[src/design/sac_params.svh]
// Purpose: constants of the converter control block
// Assumes: 16-bit register port, 4-bit register address
// Notes:   offsets, field positions, reset values and counts
`ifndef SAC_PARAMS_SVH
`define SAC_PARAMS_SVH

`define SAC_ADDR_MODE     4'h0
`define SAC_ADDR_INSEL    4'h1
`define SAC_ADDR_CTRL0    4'h2
`define SAC_ADDR_CTRL1    4'h3
`define SAC_ADDR_PROT     4'h4
`define SAC_ADDR_REF      4'h5
`define SAC_ADDR_RES_BASE 4'h8

`define SAC_MODE_RESET    8'h00
`define SAC_INSEL_RESET   8'hC0
`define SAC_CTRL1_RESET   8'h00
`define SAC_PROT_RESET    8'h00
`define SAC_REF_RESET     8'h00

`define SAC_BIT_START     0
`define SAC_BIT_EXT_IN    0
`define SAC_BIT_TEN       3
`define SAC_BIT_UNDIV     4
`define SAC_BIT_PROT_WE   3
`define SAC_BIT_REF_CONN  0
`define SAC_BIT_SRC       2

`define SAC_CONV_CYCLES   6'd43
`define SAC_LAST_TICK     6'd42
`define SAC_TOP_BIT_TEN   4'd9
`define SAC_TOP_BIT_EIGHT 4'd7
`define SAC_FULL_TEN      10'h3FF
`define SAC_FULL_EIGHT    10'h0FF
`define SAC_CHAN_REF      4'hC
`define SAC_CHAN_NONE     4'hF
`define SAC_GROUP_HIGH    4'h8

`endif

[src/design/sac_pkg.sv]
// Purpose: types of the converter control block
// Assumes: nothing beyond the constants header
// Notes:   state of each module is one packed struct
`default_nettype none

package sac_pkg;

  typedef enum logic [2:0] {
    SAC_MODE_SINGLE  = 3'b000,
    SAC_MODE_REPEAT0 = 3'b010,
    SAC_MODE_REPEAT1 = 3'b011,
    SAC_MODE_SWEEP   = 3'b100,
    SAC_MODE_RSWEEP  = 3'b110
  } sac_mode_type;

  typedef enum logic [1:0] {
    SAC_TRIG_SW    = 2'b00,
    SAC_TRIG_TIMER = 2'b10,
    SAC_TRIG_EXT   = 2'b11
  } sac_trig_type;

  typedef enum logic [0:0] {
    SAC_CORE_IDLE = 1'b0,
    SAC_CORE_RUN  = 1'b1
  } sac_core_state_type;

  typedef struct packed {
    sac_core_state_type state;
    logic [5:0]         cnt;
    logic [3:0]         pos;
    logic               ten;
    logic [9:0]         trial;
    logic [9:0]         dac;
    logic [9:0]         result;
    logic               sample;
    logic               done;
  } sac_core_type;

  typedef struct packed {
    logic [4:0]       sync1;
    logic [4:0]       sync2;
    logic [4:0]       prev;
    logic [2:0]       divcnt;
    logic             tick;
    logic [7:0]       mode;
    logic [7:0]       insel;
    logic [7:0]       ctrl1;
    logic [7:0]       prot;
    logic [7:0]       refc;
    logic             busy;
    logic [2:0]       idx;
    logic [3:0]       chan;
    logic             start;
    logic             stop;
    logic [7:0][9:0]  results;
    logic [15:0]      rdata;
  } sac_ctrl_type;

endpackage : sac_pkg

`default_nettype wire

[src/design/sac_conv_if.sv]
// Purpose: carrier between sequencer and approximation engine
// Assumes: one clock for both ends
// Notes:   start and stop are one-cycle pulses
`default_nettype none

interface sac_conv_if;
  logic       start;
  logic       stop;
  logic       ten_bit;
  logic       tick;
  logic       comp;
  logic       over;
  logic       done;
  logic       sample;
  logic [9:0] result;
  logic [9:0] dac;

  modport ctrl (output start, stop, ten_bit, tick, comp, over,
                input  done, sample, result, dac);
  modport core (input  start, stop, ten_bit, tick, comp, over,
                output done, sample, result, dac);
endinterface : sac_conv_if

`default_nettype wire

[src/design/sac_core.sv]
// Purpose: successive-approximation engine, one channel per start
// Assumes: tick is a one-cycle pulse per conversion clock period
// Notes:   comparator decision is taken on the tick that ends a bit
`include "sac_params.svh"
`default_nettype none

module sac_core (
  input  wire logic clock,
  input  wire logic rst_b,
  sac_conv_if.core  conv
);

  sac_pkg::sac_core_type r_reg;
  sac_pkg::sac_core_type r_next;

  function automatic logic [9:0] sac_onehot(input logic [3:0] pos);
    sac_onehot = 10'(10'h001 << pos);
  endfunction

  always_comb begin
    logic [5:0] first;
    logic [9:0] bitv;
    first = 6'h00;
    bitv = 10'h000;
    r_next = r_reg;
    r_next.done = 1'b0;
    if (conv.stop) begin
      r_next.state = sac_pkg::SAC_CORE_IDLE;
      r_next.sample = 1'b0;
    end else begin
      case (r_reg.state)
        sac_pkg::SAC_CORE_IDLE: begin
          if (conv.start) begin
            r_next.state = sac_pkg::SAC_CORE_RUN;
            r_next.cnt = 6'h00;
            r_next.ten = conv.ten_bit;
            r_next.pos = conv.ten_bit ? `SAC_TOP_BIT_TEN
                                      : `SAC_TOP_BIT_EIGHT;
            r_next.trial = sac_onehot(r_next.pos);
            r_next.sample = 1'b1;
          end
        end
        sac_pkg::SAC_CORE_RUN: begin
          if (conv.tick) begin
            // the same 43 periods in both resolutions; 8-bit waits longer
            first = `SAC_CONV_CYCLES - (r_reg.ten ? 6'd10 : 6'd8);
            r_next.cnt = r_reg.cnt + 6'd1;
            if (r_reg.cnt >= first) begin
              r_next.sample = 1'b0;
              bitv = sac_onehot(r_reg.pos);
              if (!(conv.comp || conv.over)) begin
                r_next.trial = r_reg.trial & ~bitv;
              end
              if (r_reg.pos != 4'd0) begin
                r_next.pos = r_reg.pos - 4'd1;
                r_next.trial = r_next.trial | sac_onehot(r_next.pos);
              end
            end
            if (r_reg.cnt == `SAC_LAST_TICK) begin
              r_next.state = sac_pkg::SAC_CORE_IDLE;
              r_next.done = 1'b1;
              r_next.result = r_next.trial;
              if (conv.over) begin
                r_next.result = r_reg.ten ? `SAC_FULL_TEN
                                          : `SAC_FULL_EIGHT;
              end
            end
          end
        end
        default: r_next.state = sac_pkg::SAC_CORE_IDLE;
      endcase
    end
    r_next.dac = r_next.ten ? r_next.trial
                            : {r_next.trial[7:0], 2'b00};
  end

  always_ff @(posedge clock or negedge rst_b) begin
    if (!rst_b) begin
      r_reg <= '0;
    end else begin
      r_reg <= r_next;
    end
  end

  assign conv.done = r_reg.done;
  assign conv.sample = r_reg.sample;
  assign conv.result = r_reg.result;
  assign conv.dac = r_reg.dac;

endmodule // sac_core

`default_nettype wire

[src/design/sac_ctrl.sv]
// Purpose: register file, clocking, triggers and mode sequencing
// Assumes: analog comparator settles within one conversion clock
// Notes:   comparator and triggers arrive through two flip-flops
//
// Contract
// - input above reference returns all ones: 3FFh ten-bit, FFh eight-bit
// - conversion clock is source undivided or divided by 2, 4, 8
// - software selects eight-bit or ten-bit resolution
// - five modes: single, two repeat variants, sweep, repeat sweep
// - multiplexer selects twelve analog channels, zero through eleven; a high-group sweep here can reach channels 12 to 15
// - one channel takes 43 conversion clocks in either resolution
// - reference connect bit joins reference to input path when 1
// - reference register writable only while protect write enable is 1
// - result low eight bits in 0-7, upper two only in ten-bit
// - result bits 10-14 read zero; bit 15 undefined, reads zero here
// - divide field 00 by eight, 01 by four, 1x by two; source bit
// - mode codes 000, 010, 011, 100, 110; others unused
// - trigger codes 00 software, 10 timer, 11 external pin
// - start flag reads 1 while converting, 0 once stopped
//
// Design decisions made here: the address map and strobed register access.
`include "sac_params.svh"
`default_nettype none

module sac_ctrl (
  input  wire logic        clock,
  input  wire logic        rst_b,
  input  wire logic [3:0]  reg_addr,
  input  wire logic [15:0] reg_wdata,
  input  wire logic        reg_wr,
  input  wire logic        reg_rd,
  output logic      [15:0] reg_rdata,
  input  wire logic        fast_internal_oscillator,
  input  wire logic        compare_timer_trigger,
  input  wire logic        external_trigger_pin_b,
  input  wire logic        comparator_above,
  input  wire logic        over_reference,
  output logic      [3:0]  analog_channel_select,
  output logic             reference_connect,
  output logic             sample_hold,
  output logic      [9:0]  dac_trial
);

  localparam int SYNC_COMP  = 0;
  localparam int SYNC_OVER  = 1;
  localparam int SYNC_OSC   = 2;
  localparam int SYNC_TIMER = 3;
  localparam int SYNC_EXT   = 4;

  sac_pkg::sac_ctrl_type r_reg;
  sac_pkg::sac_ctrl_type r_next;
  sac_conv_if            conv ();

  // terminal value of the divide counter
  function automatic logic [2:0] sac_div_last(input logic [7:0] mode,
                                              input logic       undiv);
    if (undiv) begin
      sac_div_last = 3'd0;
    end else begin
      case (mode[1:0])
        2'b00:   sac_div_last = 3'd7;
        2'b01:   sac_div_last = 3'd3;
        default: sac_div_last = 3'd1;
      endcase
    end
  endfunction

  function automatic logic [2:0] sac_sweep_last(input logic [7:0] insel);
    sac_sweep_last = {insel[5:4], 1'b1};
  endfunction

  function automatic logic sac_is_sweep(input logic [7:0] mode);
    sac_is_sweep = mode[5];
  endfunction

  // channel driven to the multiplexer for slot idx
  function automatic logic [3:0] sac_chan(input logic [7:0] insel,
                                          input logic [7:0] ctrl1,
                                          input logic [7:0] mode,
                                          input logic [2:0] idx);
    logic [3:0] base;
    base = insel[6] ? `SAC_GROUP_HIGH : 4'h0;
    if (ctrl1[`SAC_BIT_EXT_IN]) begin
      sac_chan = `SAC_CHAN_REF;
    end else if (insel[7:6] == 2'b11 || insel[7:6] == 2'b10) begin
      sac_chan = `SAC_CHAN_NONE;
    end else if (sac_is_sweep(mode)) begin
      sac_chan = base + {1'b0, idx};
    end else if (insel[6] && insel[2]) begin
      sac_chan = `SAC_CHAN_NONE;
    end else begin
      sac_chan = base + {1'b0, insel[2:0]};
    end
  endfunction

  // result register layout seen by software
  function automatic logic [15:0] sac_result_word(input logic [9:0] res,
                                                  input logic       ten);
    sac_result_word = {6'h00, ten ? res[9:8] : 2'b00, res[7:0]};
  endfunction

  always_comb begin
    logic         src_tick;
    logic         launch;
    logic         cont;
    logic [2:0]   slot;
    logic [2:0]   nidx;
    sac_pkg::sac_trig_type trig;
    sac_pkg::sac_mode_type mode;
    src_tick = 1'b0;
    launch = 1'b0;
    cont = 1'b0;
    slot = 3'd0;
    nidx = 3'd0;
    trig = sac_pkg::sac_trig_type'(r_reg.mode[7:6]);
    mode = sac_pkg::sac_mode_type'(r_reg.mode[5:3]);
    r_next = r_reg;
    r_next.sync1 = {external_trigger_pin_b, compare_timer_trigger,
                    fast_internal_oscillator, over_reference,
                    comparator_above};
    r_next.sync2 = r_reg.sync1;
    r_next.prev = r_reg.sync2;
    r_next.start = 1'b0;
    r_next.stop = 1'b0;
    r_next.tick = 1'b0;
    r_next.rdata = 16'h0000;

    // source clock: system clock every cycle or oscillator rising edge
    src_tick = r_reg.mode[`SAC_BIT_SRC] ?
               (r_reg.sync2[SYNC_OSC] && !r_reg.prev[SYNC_OSC]) :
               1'b1;
    if (src_tick) begin
      if (r_reg.divcnt >= sac_div_last(r_reg.mode,
                                       r_reg.ctrl1[`SAC_BIT_UNDIV])) begin
        r_next.divcnt = 3'd0;
        r_next.tick = 1'b1;
      end else begin
        r_next.divcnt = r_reg.divcnt + 3'd1;
      end
    end

    // restart the divider with each channel: a free-running phase could
    // shorten the first period and the conversion below 43 whole periods
    if (r_reg.start) begin
      r_next.divcnt = 3'd0;
      r_next.tick = 1'b0;
    end

    // hardware triggers start a conversion only while idle
    if (!r_reg.busy) begin
      if (trig == sac_pkg::SAC_TRIG_TIMER &&
          r_reg.sync2[SYNC_TIMER] && !r_reg.prev[SYNC_TIMER]) begin
        launch = 1'b1;
      end
      if (trig == sac_pkg::SAC_TRIG_EXT &&
          !r_reg.sync2[SYNC_EXT] && r_reg.prev[SYNC_EXT]) begin
        launch = 1'b1;
      end
    end

    if (reg_wr) begin
      case (reg_addr)
        `SAC_ADDR_MODE:  r_next.mode = reg_wdata[7:0];
        `SAC_ADDR_INSEL: r_next.insel = reg_wdata[7:0];
        `SAC_ADDR_CTRL1: r_next.ctrl1 = reg_wdata[7:0];
        `SAC_ADDR_PROT:  r_next.prot = reg_wdata[7:0];
        `SAC_ADDR_REF: begin
          if (r_reg.prot[`SAC_BIT_PROT_WE]) begin
            r_next.refc = reg_wdata[7:0];
          end
        end
        `SAC_ADDR_CTRL0: begin
          if (reg_wdata[`SAC_BIT_START]) begin
            if (!r_reg.busy && trig == sac_pkg::SAC_TRIG_SW) begin
              launch = 1'b1;
            end
          end else if (r_reg.busy) begin
            r_next.busy = 1'b0;
            r_next.stop = 1'b1;
          end
        end
        default: r_next.rdata = 16'h0000;
      endcase
    end

    // a finished channel is stored, then the mode picks what follows
    if (conv.done && r_reg.busy && !r_next.stop) begin
      slot = (mode == sac_pkg::SAC_MODE_SINGLE ||
              mode == sac_pkg::SAC_MODE_REPEAT0) ? 3'd0 : r_reg.idx;
      r_next.results[slot] = conv.result;
      nidx = r_reg.idx + 3'd1;
      case (mode)
        sac_pkg::SAC_MODE_SINGLE: cont = 1'b0;
        sac_pkg::SAC_MODE_REPEAT0: begin
          cont = 1'b1;
          nidx = 3'd0;
        end
        sac_pkg::SAC_MODE_REPEAT1: cont = 1'b1;
        sac_pkg::SAC_MODE_SWEEP: begin
          cont = r_reg.idx != sac_sweep_last(r_reg.insel);
        end
        sac_pkg::SAC_MODE_RSWEEP: begin
          cont = 1'b1;
          if (r_reg.idx == sac_sweep_last(r_reg.insel)) begin
            nidx = 3'd0;
          end
        end
        default: cont = 1'b0;
      endcase
      if (cont) begin
        r_next.idx = nidx;
        r_next.chan = sac_chan(r_reg.insel, r_reg.ctrl1, r_reg.mode,
                               nidx);
        r_next.start = 1'b1;
      end else begin
        r_next.busy = 1'b0;
      end
    end

    if (launch) begin
      r_next.busy = 1'b1;
      r_next.idx = 3'd0;
      r_next.chan = sac_chan(r_reg.insel, r_reg.ctrl1, r_reg.mode, 3'd0);
      r_next.start = 1'b1;
    end

    if (reg_rd) begin
      case (reg_addr)
        `SAC_ADDR_MODE:  r_next.rdata = {8'h00, r_reg.mode};
        `SAC_ADDR_INSEL: r_next.rdata = {8'h00, r_reg.insel};
        `SAC_ADDR_CTRL0: r_next.rdata = {15'h0000, r_reg.busy};
        `SAC_ADDR_CTRL1: r_next.rdata = {8'h00, r_reg.ctrl1};
        `SAC_ADDR_PROT:  r_next.rdata = {8'h00, r_reg.prot};
        `SAC_ADDR_REF:   r_next.rdata = {8'h00, r_reg.refc};
        default: begin
          if (reg_addr[3]) begin
            r_next.rdata = sac_result_word(r_reg.results[reg_addr[2:0]],
                                           r_reg.ctrl1[`SAC_BIT_TEN]);
          end
        end
      endcase
    end
  end

  always_ff @(posedge clock or negedge rst_b) begin
    if (!rst_b) begin
      r_reg <= '0;
      r_reg.mode <= `SAC_MODE_RESET;
      r_reg.insel <= `SAC_INSEL_RESET;
      r_reg.ctrl1 <= `SAC_CTRL1_RESET;
      r_reg.prot <= `SAC_PROT_RESET;
      r_reg.refc <= `SAC_REF_RESET;
      r_reg.chan <= `SAC_CHAN_NONE;
      r_reg.sync1 <= 5'h10;
      r_reg.sync2 <= 5'h10;
      r_reg.prev <= 5'h10;
    end else begin
      r_reg <= r_next;
    end
  end

  // the comparator copies come from the second synchroniser stage
  assign conv.start = r_reg.start;
  assign conv.stop = r_reg.stop;
  assign conv.ten_bit = r_reg.ctrl1[`SAC_BIT_TEN];
  assign conv.tick = r_reg.tick;
  assign conv.comp = r_reg.sync2[SYNC_COMP];
  assign conv.over = r_reg.sync2[SYNC_OVER];

  sac_core u_core (
    .clock (clock),
    .rst_b (rst_b),
    .conv  (conv.core)
  );

  assign reg_rdata = r_reg.rdata;
  assign analog_channel_select = r_reg.chan;
  assign reference_connect = r_reg.refc[`SAC_BIT_REF_CONN];
  assign sample_hold = conv.sample;
  assign dac_trial = conv.dac;

endmodule // sac_ctrl

`default_nettype wire

[config.mk]
export PLATFORM = sky130hd
export DESIGN_NAME = sac_ctrl
export DESIGN_NICKNAME = d
export VERILOG_FILES = /design/src/design/sac_pkg.sv /design/src/design/sac_conv_if.sv /design/src/design/sac_core.sv /design/src/design/sac_ctrl.sv
export VERILOG_INCLUDE_DIRS = /design/src /design/src/design
export SDC_FILE = /design/constraint.sdc
export NUM_CORES = 1
export LEC_CHECK = 0
export ABC_CLOCK_PERIOD_IN_PS = 2150
export BUFFER_PORTS_ARGS = -buffer_cell sky130_fd_sc_hd__buf_2
export CAP_MARGIN = 20
export CORE_MARGIN = 2
export CORE_UTILIZATION = 35
export CTS_CLUSTER_DIAMETER = 100
export CTS_CLUSTER_SIZE = 20
export DETAILED_ROUTE_END_ITERATION = 10
export GPL_TIMING_DRIVEN = 0
export PLACE_DENSITY_LB_ADDON = 0.15
export SLEW_MARGIN = 10
export SYNTH_ARGS = -nofsm -noshare
export SYNTH_HDL_FRONTEND = slang
export SYNTH_SLANG_ARGS = --single-unit
export TNS_END_PERCENT = 10
[constraint.sdc]
create_clock -name clock -period 2.15 [get_ports clock]
set_input_delay 0.43 -clock clock [delete_from_list [all_inputs] [get_ports clock]]
set_output_delay 0.43 -clock clock [all_outputs]
set_load 0.01 [all_outputs]
**Yosys cells after proc, flatten, opt, wreduce, memory -nomap -nowiden**

Cells that the tools add are included.

- $add $sub $neg: 7
- $lt $le $gt $ge: 5
- Eq/ne operators: 24
- Shifts and indexed selects: 3
- Muxes and demuxes: 80
- Bitwise gates (word level): 5
- Reduce and logical (&&, ||, !) cells: 37

Operators by type and width:

| operator | number |
|---|---|
| 10-bit 2-to-1 mux | 15 |
| 80-bit bitwise mux | 1 |
| 10-bit case mux with 6 select lines | 1 |
| 4-bit 2-to-1 mux | 13 |
| 10-bit binary-select mux with 3-bit select | 1 |
| 10-bit demux with 3-bit select | 1 |
| 1-bit by 4-bit << shifter with 10-bit output (first input constant) | 3 |
| 1-bit 2-to-1 mux | 27 |
| 11-bit 2-to-1 mux | 2 |
| 22-bit 2-to-1 mux | 1 |
| 11-bit case mux with 2 select lines | 1 |
| 10-bit case mux with 2 select lines | 1 |
| 3-bit 2-to-1 mux | 6 |
| 9-bit 2-to-1 mux | 2 |
| 3-bit case mux with 2 select lines | 2 |
| 10-bit AND | 1 |
| 1-bit logical AND | 10 |
| 10-bit NOT | 1 |
| 10-bit OR | 1 |
| 2-bit AND reduction | 5 |
| 3-bit inequality test (second input constant) | 3 |
| 3-bit AND reduction | 3 |
| 4-bit by 3-bit adder with 4-bit output | 2 |
| 2-bit == test (second input constant) | 4 |
| 32 further kinds | 54 |

- Bits in registers: 209
- Input bits: 29
- Output and inout port bits: 32
- Logic and storage cells: 194

**Longest topological paths before layout**

- Word-level depth: 15
- Depth in mapped cells: 9
- Depth with buffers taken out: 8

**Cells and area by module**

Synthesis repeated with hierarchy kept, for this count alone.

- Cell total of the unflattened synthesis: 802
- Area total of the unflattened synthesis: 9806.9 um^2

Modules (own cells, without submodules):

| module | instances | cells an instance | area each (um^2) | sequential area each (um^2) |
|---|---|---|---|---|
| sac_ctrl | 1 | 514 | 7198.2 | 3940.0 |
| sac_core | 1 | 288 | 2608.8 | 1101.1 |

**Worst setup path before layout**

OpenSTA, ideal clock, no wires.

- Kind: input-to-reg
- Start: input reg_addr[3]
- End: register r_reg[66] (netlist bit)
- Setup time: 0.125 ns
- Data arrival time: 2.154 ns
- Data required time: 2.025 ns
- Setup slack: -0.128 ns
- Cell stages on the path: 7
- Buffers on the path: 2
- Path through: buf_6 or3_4 o311ai_2 or3b_4 or3b_1 buf_2 mux2_2

- Cells in the longest elaborated chain, start to end: 5

Ends and longest elaborated chain:

| what | line | source |
|---|---|---|
| start, declared | sac_ctrl.sv:28 | `input wire logic [3:0] reg_addr,` |
| 4-bit by 2-bit == test with 1-bit output | sac_ctrl.sv:162 | `case (reg_addr)` |
| 1-bit 2-to-1 mux | sac_ctrl.sv:162 |  |
| 1-bit 2-to-1 mux | sac_ctrl.sv:161 | `if (reg_wr) begin` |
| 1-bit logical NOT | sac_ctrl.sv:187 | `if (conv.done && r_reg.busy && !r_next.stop) begin` |
| 1-bit logical AND | sac_ctrl.sv:187 |  |
| end signal, assigned | sac_ctrl.sv:258 | `r_reg <= r_next;` |
| end, declared | sac_ctrl.sv:50 | `sac_pkg::sac_ctrl_type r_reg;` |

No other way between the ends.
A chain may end at the register's enable or synchronous reset.

==> out/qor.csv <==
metric;value;unit
status;complete, no violations;
initial drt markers;307;
RSZ-0062 raised after global routing;true;
Worst path most repeated cell;inv_1;
Worst Skew;0.01952;ns
GPL Wtd Cong;0.8327;
Root Buffer;clkbuf_16;
Mapped Avg Cell Area;12.36;um^2
Final min period;2.130;ns
drt pass-1 iters;5;
Worst EP required;2.56;ns
final hold violations;0;
Critical Path Start;u_core.r_reg[33];
mapped cell area;9603;um^2
final setup fails;0;
sequential share of the synthesized area;52.50;%
max incr delay on CP;0.49;ns
worst hold path class;in2reg;
post-DP HPWL;16110;um
uppermost layer routed;met4;
Clk Latency, worst-skew pair;0.48;ns
WL final;23470;um
Ant. Diodes;0;
Die Width;169.6;um
Setup crit end;u_core.conv.dac[7];
CP Max Fanout;8;
IO Count;61;
Port Buffers;42;
Overall Power;0.009454;W
Synth warnings;0;
Comb power frac;24.0;%
ys async rst share;100.0;%
Die ar.;28780;um^2
post-route antenna net violation count;0;
layout cells sized above 1;39.25;%
Total GRT Usage;16.79;%
Area Overhead vs Synth;15.35;%
Clock Power Share;27.7;%
number of global-route vias before repair;6558;
Slowest-stage cell, CP;or4_1;
Pins Over Slew Limit;0;
Max Cap Viol;0;
actual slew at the worst max-slew pin;0.8451;ns
Synth Instances;777;
Die Height;169.6;um
worst r2r src;u_core.r_reg[33];
routed wl met3;972;um
Place WS;-1.070;ns
TritonCTS Buffers;14;
P per Cell Area;853.5;nW/um^2
flop2flop setup slack;0.02;ns
Final #Nets;892;
Netlist cell types;74;
max reg flops;128;
Worst R2R Path Depth;8;
crit end category;flop;
DR vias/cell;5.280;
Fill cells;2572;
WS Path Type;reg2reg;
Core Rows;60;
setup TNS;0;ns
CTS tree;done;
Slew HR;43.66;%
Critical R2R Capture;u_core.conv.dac[7];
post-placement cell area;10360;um^2
internal power;0.006508;W
Tcrit/Tclk final;99.08;%
register bit total from synthesis;201;
Clk pin slew, worst setup/hold paths;0.08;ns
ys flop type;dfrtp_1;
Sink Count;201;
gr ovfl total;0;
Initial Util;35.63;%
fin area;11080;um^2
switching part of the total;31.16;%
switching power;0.002946;W
number of synthesized flops with an enable pin;0;
P_leak;5.191;nW
CORE AREA;26950;um^2
CP arrival;2.54;ns
DR WL met2;11250;um
Metal-1 WL;10880;um
DRC;0;
drt wl/cell;19.61;um
min setup slack post-route;0.01977;ns
H-tree levels;1;
first-pass GRT wire length;37780;um
largest net degree at the start of global routing;74;
critical path cell sequence;inv_1 > ha_2 > inv_1 > or4_1 > nand2_2 > a31oi_1 > inv_1 > mux2_2;
fmax;0.4694;GHz
initial antenna violation count;0;
Seq pwr share;48.3;%
vias;6320;
Worst setup SP type;flop;
CTS max path bufs;3;
peak supply drop;0.6224;mV
==> cells by family (layout without fill, tap and decap cells) <==
| kind of cell | after synthesis | in the layout | synth area share (%) |
|---|---|---|---|
| adders and majority gates | 13 | 13 | 1.694 |
| and+or+nand+nor | 158 | 158 | 8.860 |
| DFF | 201 | 201 | 52.50 |
| other | 1 | 6 | 0.03905 |
| buffers and inverters | 97 | 171 | 5.368 |
| muxes | 161 | 161 | 21.15 |
| AOI/OAI and AO/OA | 140 | 140 | 9.851 |
| xor gates and xnor gates | 6 | 6 | 0.5472 |
==> timing repair <==
action                     in CTS  in global routing
gates resized for setup        39                 21
hold buffers                    1                  0
buffers inserted                9                  0
gates cloned                    0                  0
setup endpoints to repair     106                 70
hold endpoints to repair       56                  0
pin swaps                       7                  1
==> Yosys cell counts (4+ instances only) <==
master	instances	area (um^2)
a211oi_1	5	37.54
a21o_1	5	37.54
a21oi_1	18	90.09
a222oi_1	6	60.06
a22oi_1	10	75.07
a31oi_1	34	212.7
and3_1	4	25.02
buf_2	10	50.05
buf_4	31	232.7
clkbuf_1	23	86.33
dfrtp_1	192	4805
dfstp_2	9	236.5
ha_1	13	162.7
inv_1	28	105.1
mux2_2	131	1475
mux2i_1	9	90.09
mux4_2	20	450.4
nand2_1	44	165.2
nand2b_1	9	56.30
nand3_1	7	35.03
nand3b_1	4	30.03
nor2_1	36	135.1
nor2b_1	4	25.02
nor3_1	9	45.04
o21ai_0	27	135.1
o22ai_1	4	25.02
or2_2	4	25.02
or3_1	5	31.28
xor2_1	5	43.79
==> power groups by stage <==
stage,registers [W],clock network (W),logic (W)
2_1_floorplan,0.00451,0,0.00140
3_3_place_gp,0.00463,0,0.00194
3_5_place_dp,0.00463,0,0.00197
4_1_cts,0.00456,0.00274,0.00222
5_1_grt,0.00462,0.00287,0.00251
6_report,0.00457,0.00262,0.00227
==> how the worst min path moves through the flow <==
stage / from / cells after the start / slack (ns) / end
after floorplan: rst_b / 0 / 0.13 / conv.comp
after global placement: r_next[158] / 0 / 0.33 / r_next[153]
after detailed placement: r_next[158] / 0 / 0.34 / r_next[153]
after CTS: external_trigger_pin_b / 1 / 0.03 / r_next[159]
after global routing: external_trigger_pin_b / 1 / 0.03 / r_next[159]
final: external_trigger_pin_b / 1 / 0.05 / r_next[159]
==> area by class of cell <==
cell class | count | area, um^2 | area share, %
buffer | 66 | 429.2 | 3.874
clock buffer | 19 | 390.4 | 3.524
clock inverter | 3 | 28.78 | 0.2598
inverter | 28 | 105.1 | 0.9488
multi-input combinational | 484 | 4287 | 38.70
sequential | 201 | 5046 | 45.56
tap | 341 | 426.7 | 3.852
timing repair buffer | 55 | 364.1 | 3.287
==> metal layers <==
metal,up-vias,track usage (%)
li1,2953,-
met1,3224,23.68
met2,117,28.07
met3,26,2.192
met4,0,3.010
met5,-,0
==> through the flow <==
| step | hold WS, ns | cells | util [%] |
|---|---|---|---|
| after global routing | 0.02569 | 1197 | 41.10 |
| after detailed placement | 0.3358 | 1168 | 38.44 |
| after floorplan | 0.1344 | 782 | - |
| final | 0.04877 | 1197 | 41.10 |
| after CTS | 0.03040 | 1197 | 40.88 |
| after global placement | 0.3314 | 1165 | 38.16 |
==> critical path, delay by kind of cell (launching register included) <==
| kind | cells | cell delay (ns) |
|---|---|---|
| AOI/OAI and AO/OA | 1 | 0.12 |
| adders and majority gates | 1 | 0.27 |
| buffers and inverters | 3 | 0.41 |
| DFF | 1 | 0.46 |
| muxes | 1 | 0.16 |
| and+or+nand+nor | 2 | 0.65 |
==> layout by cell type, fill, tap and decap left out, drive strengths merged, types with 19 or more instances in the layout <==
master,n
a21oi,19
a31oi,34
buf,98
clkbuf,41
dfrtp,192
inv,28
mux2,132
mux4,20
nand2,44
nor2,37
o21ai,27
(Power assumes the default switching activity.)
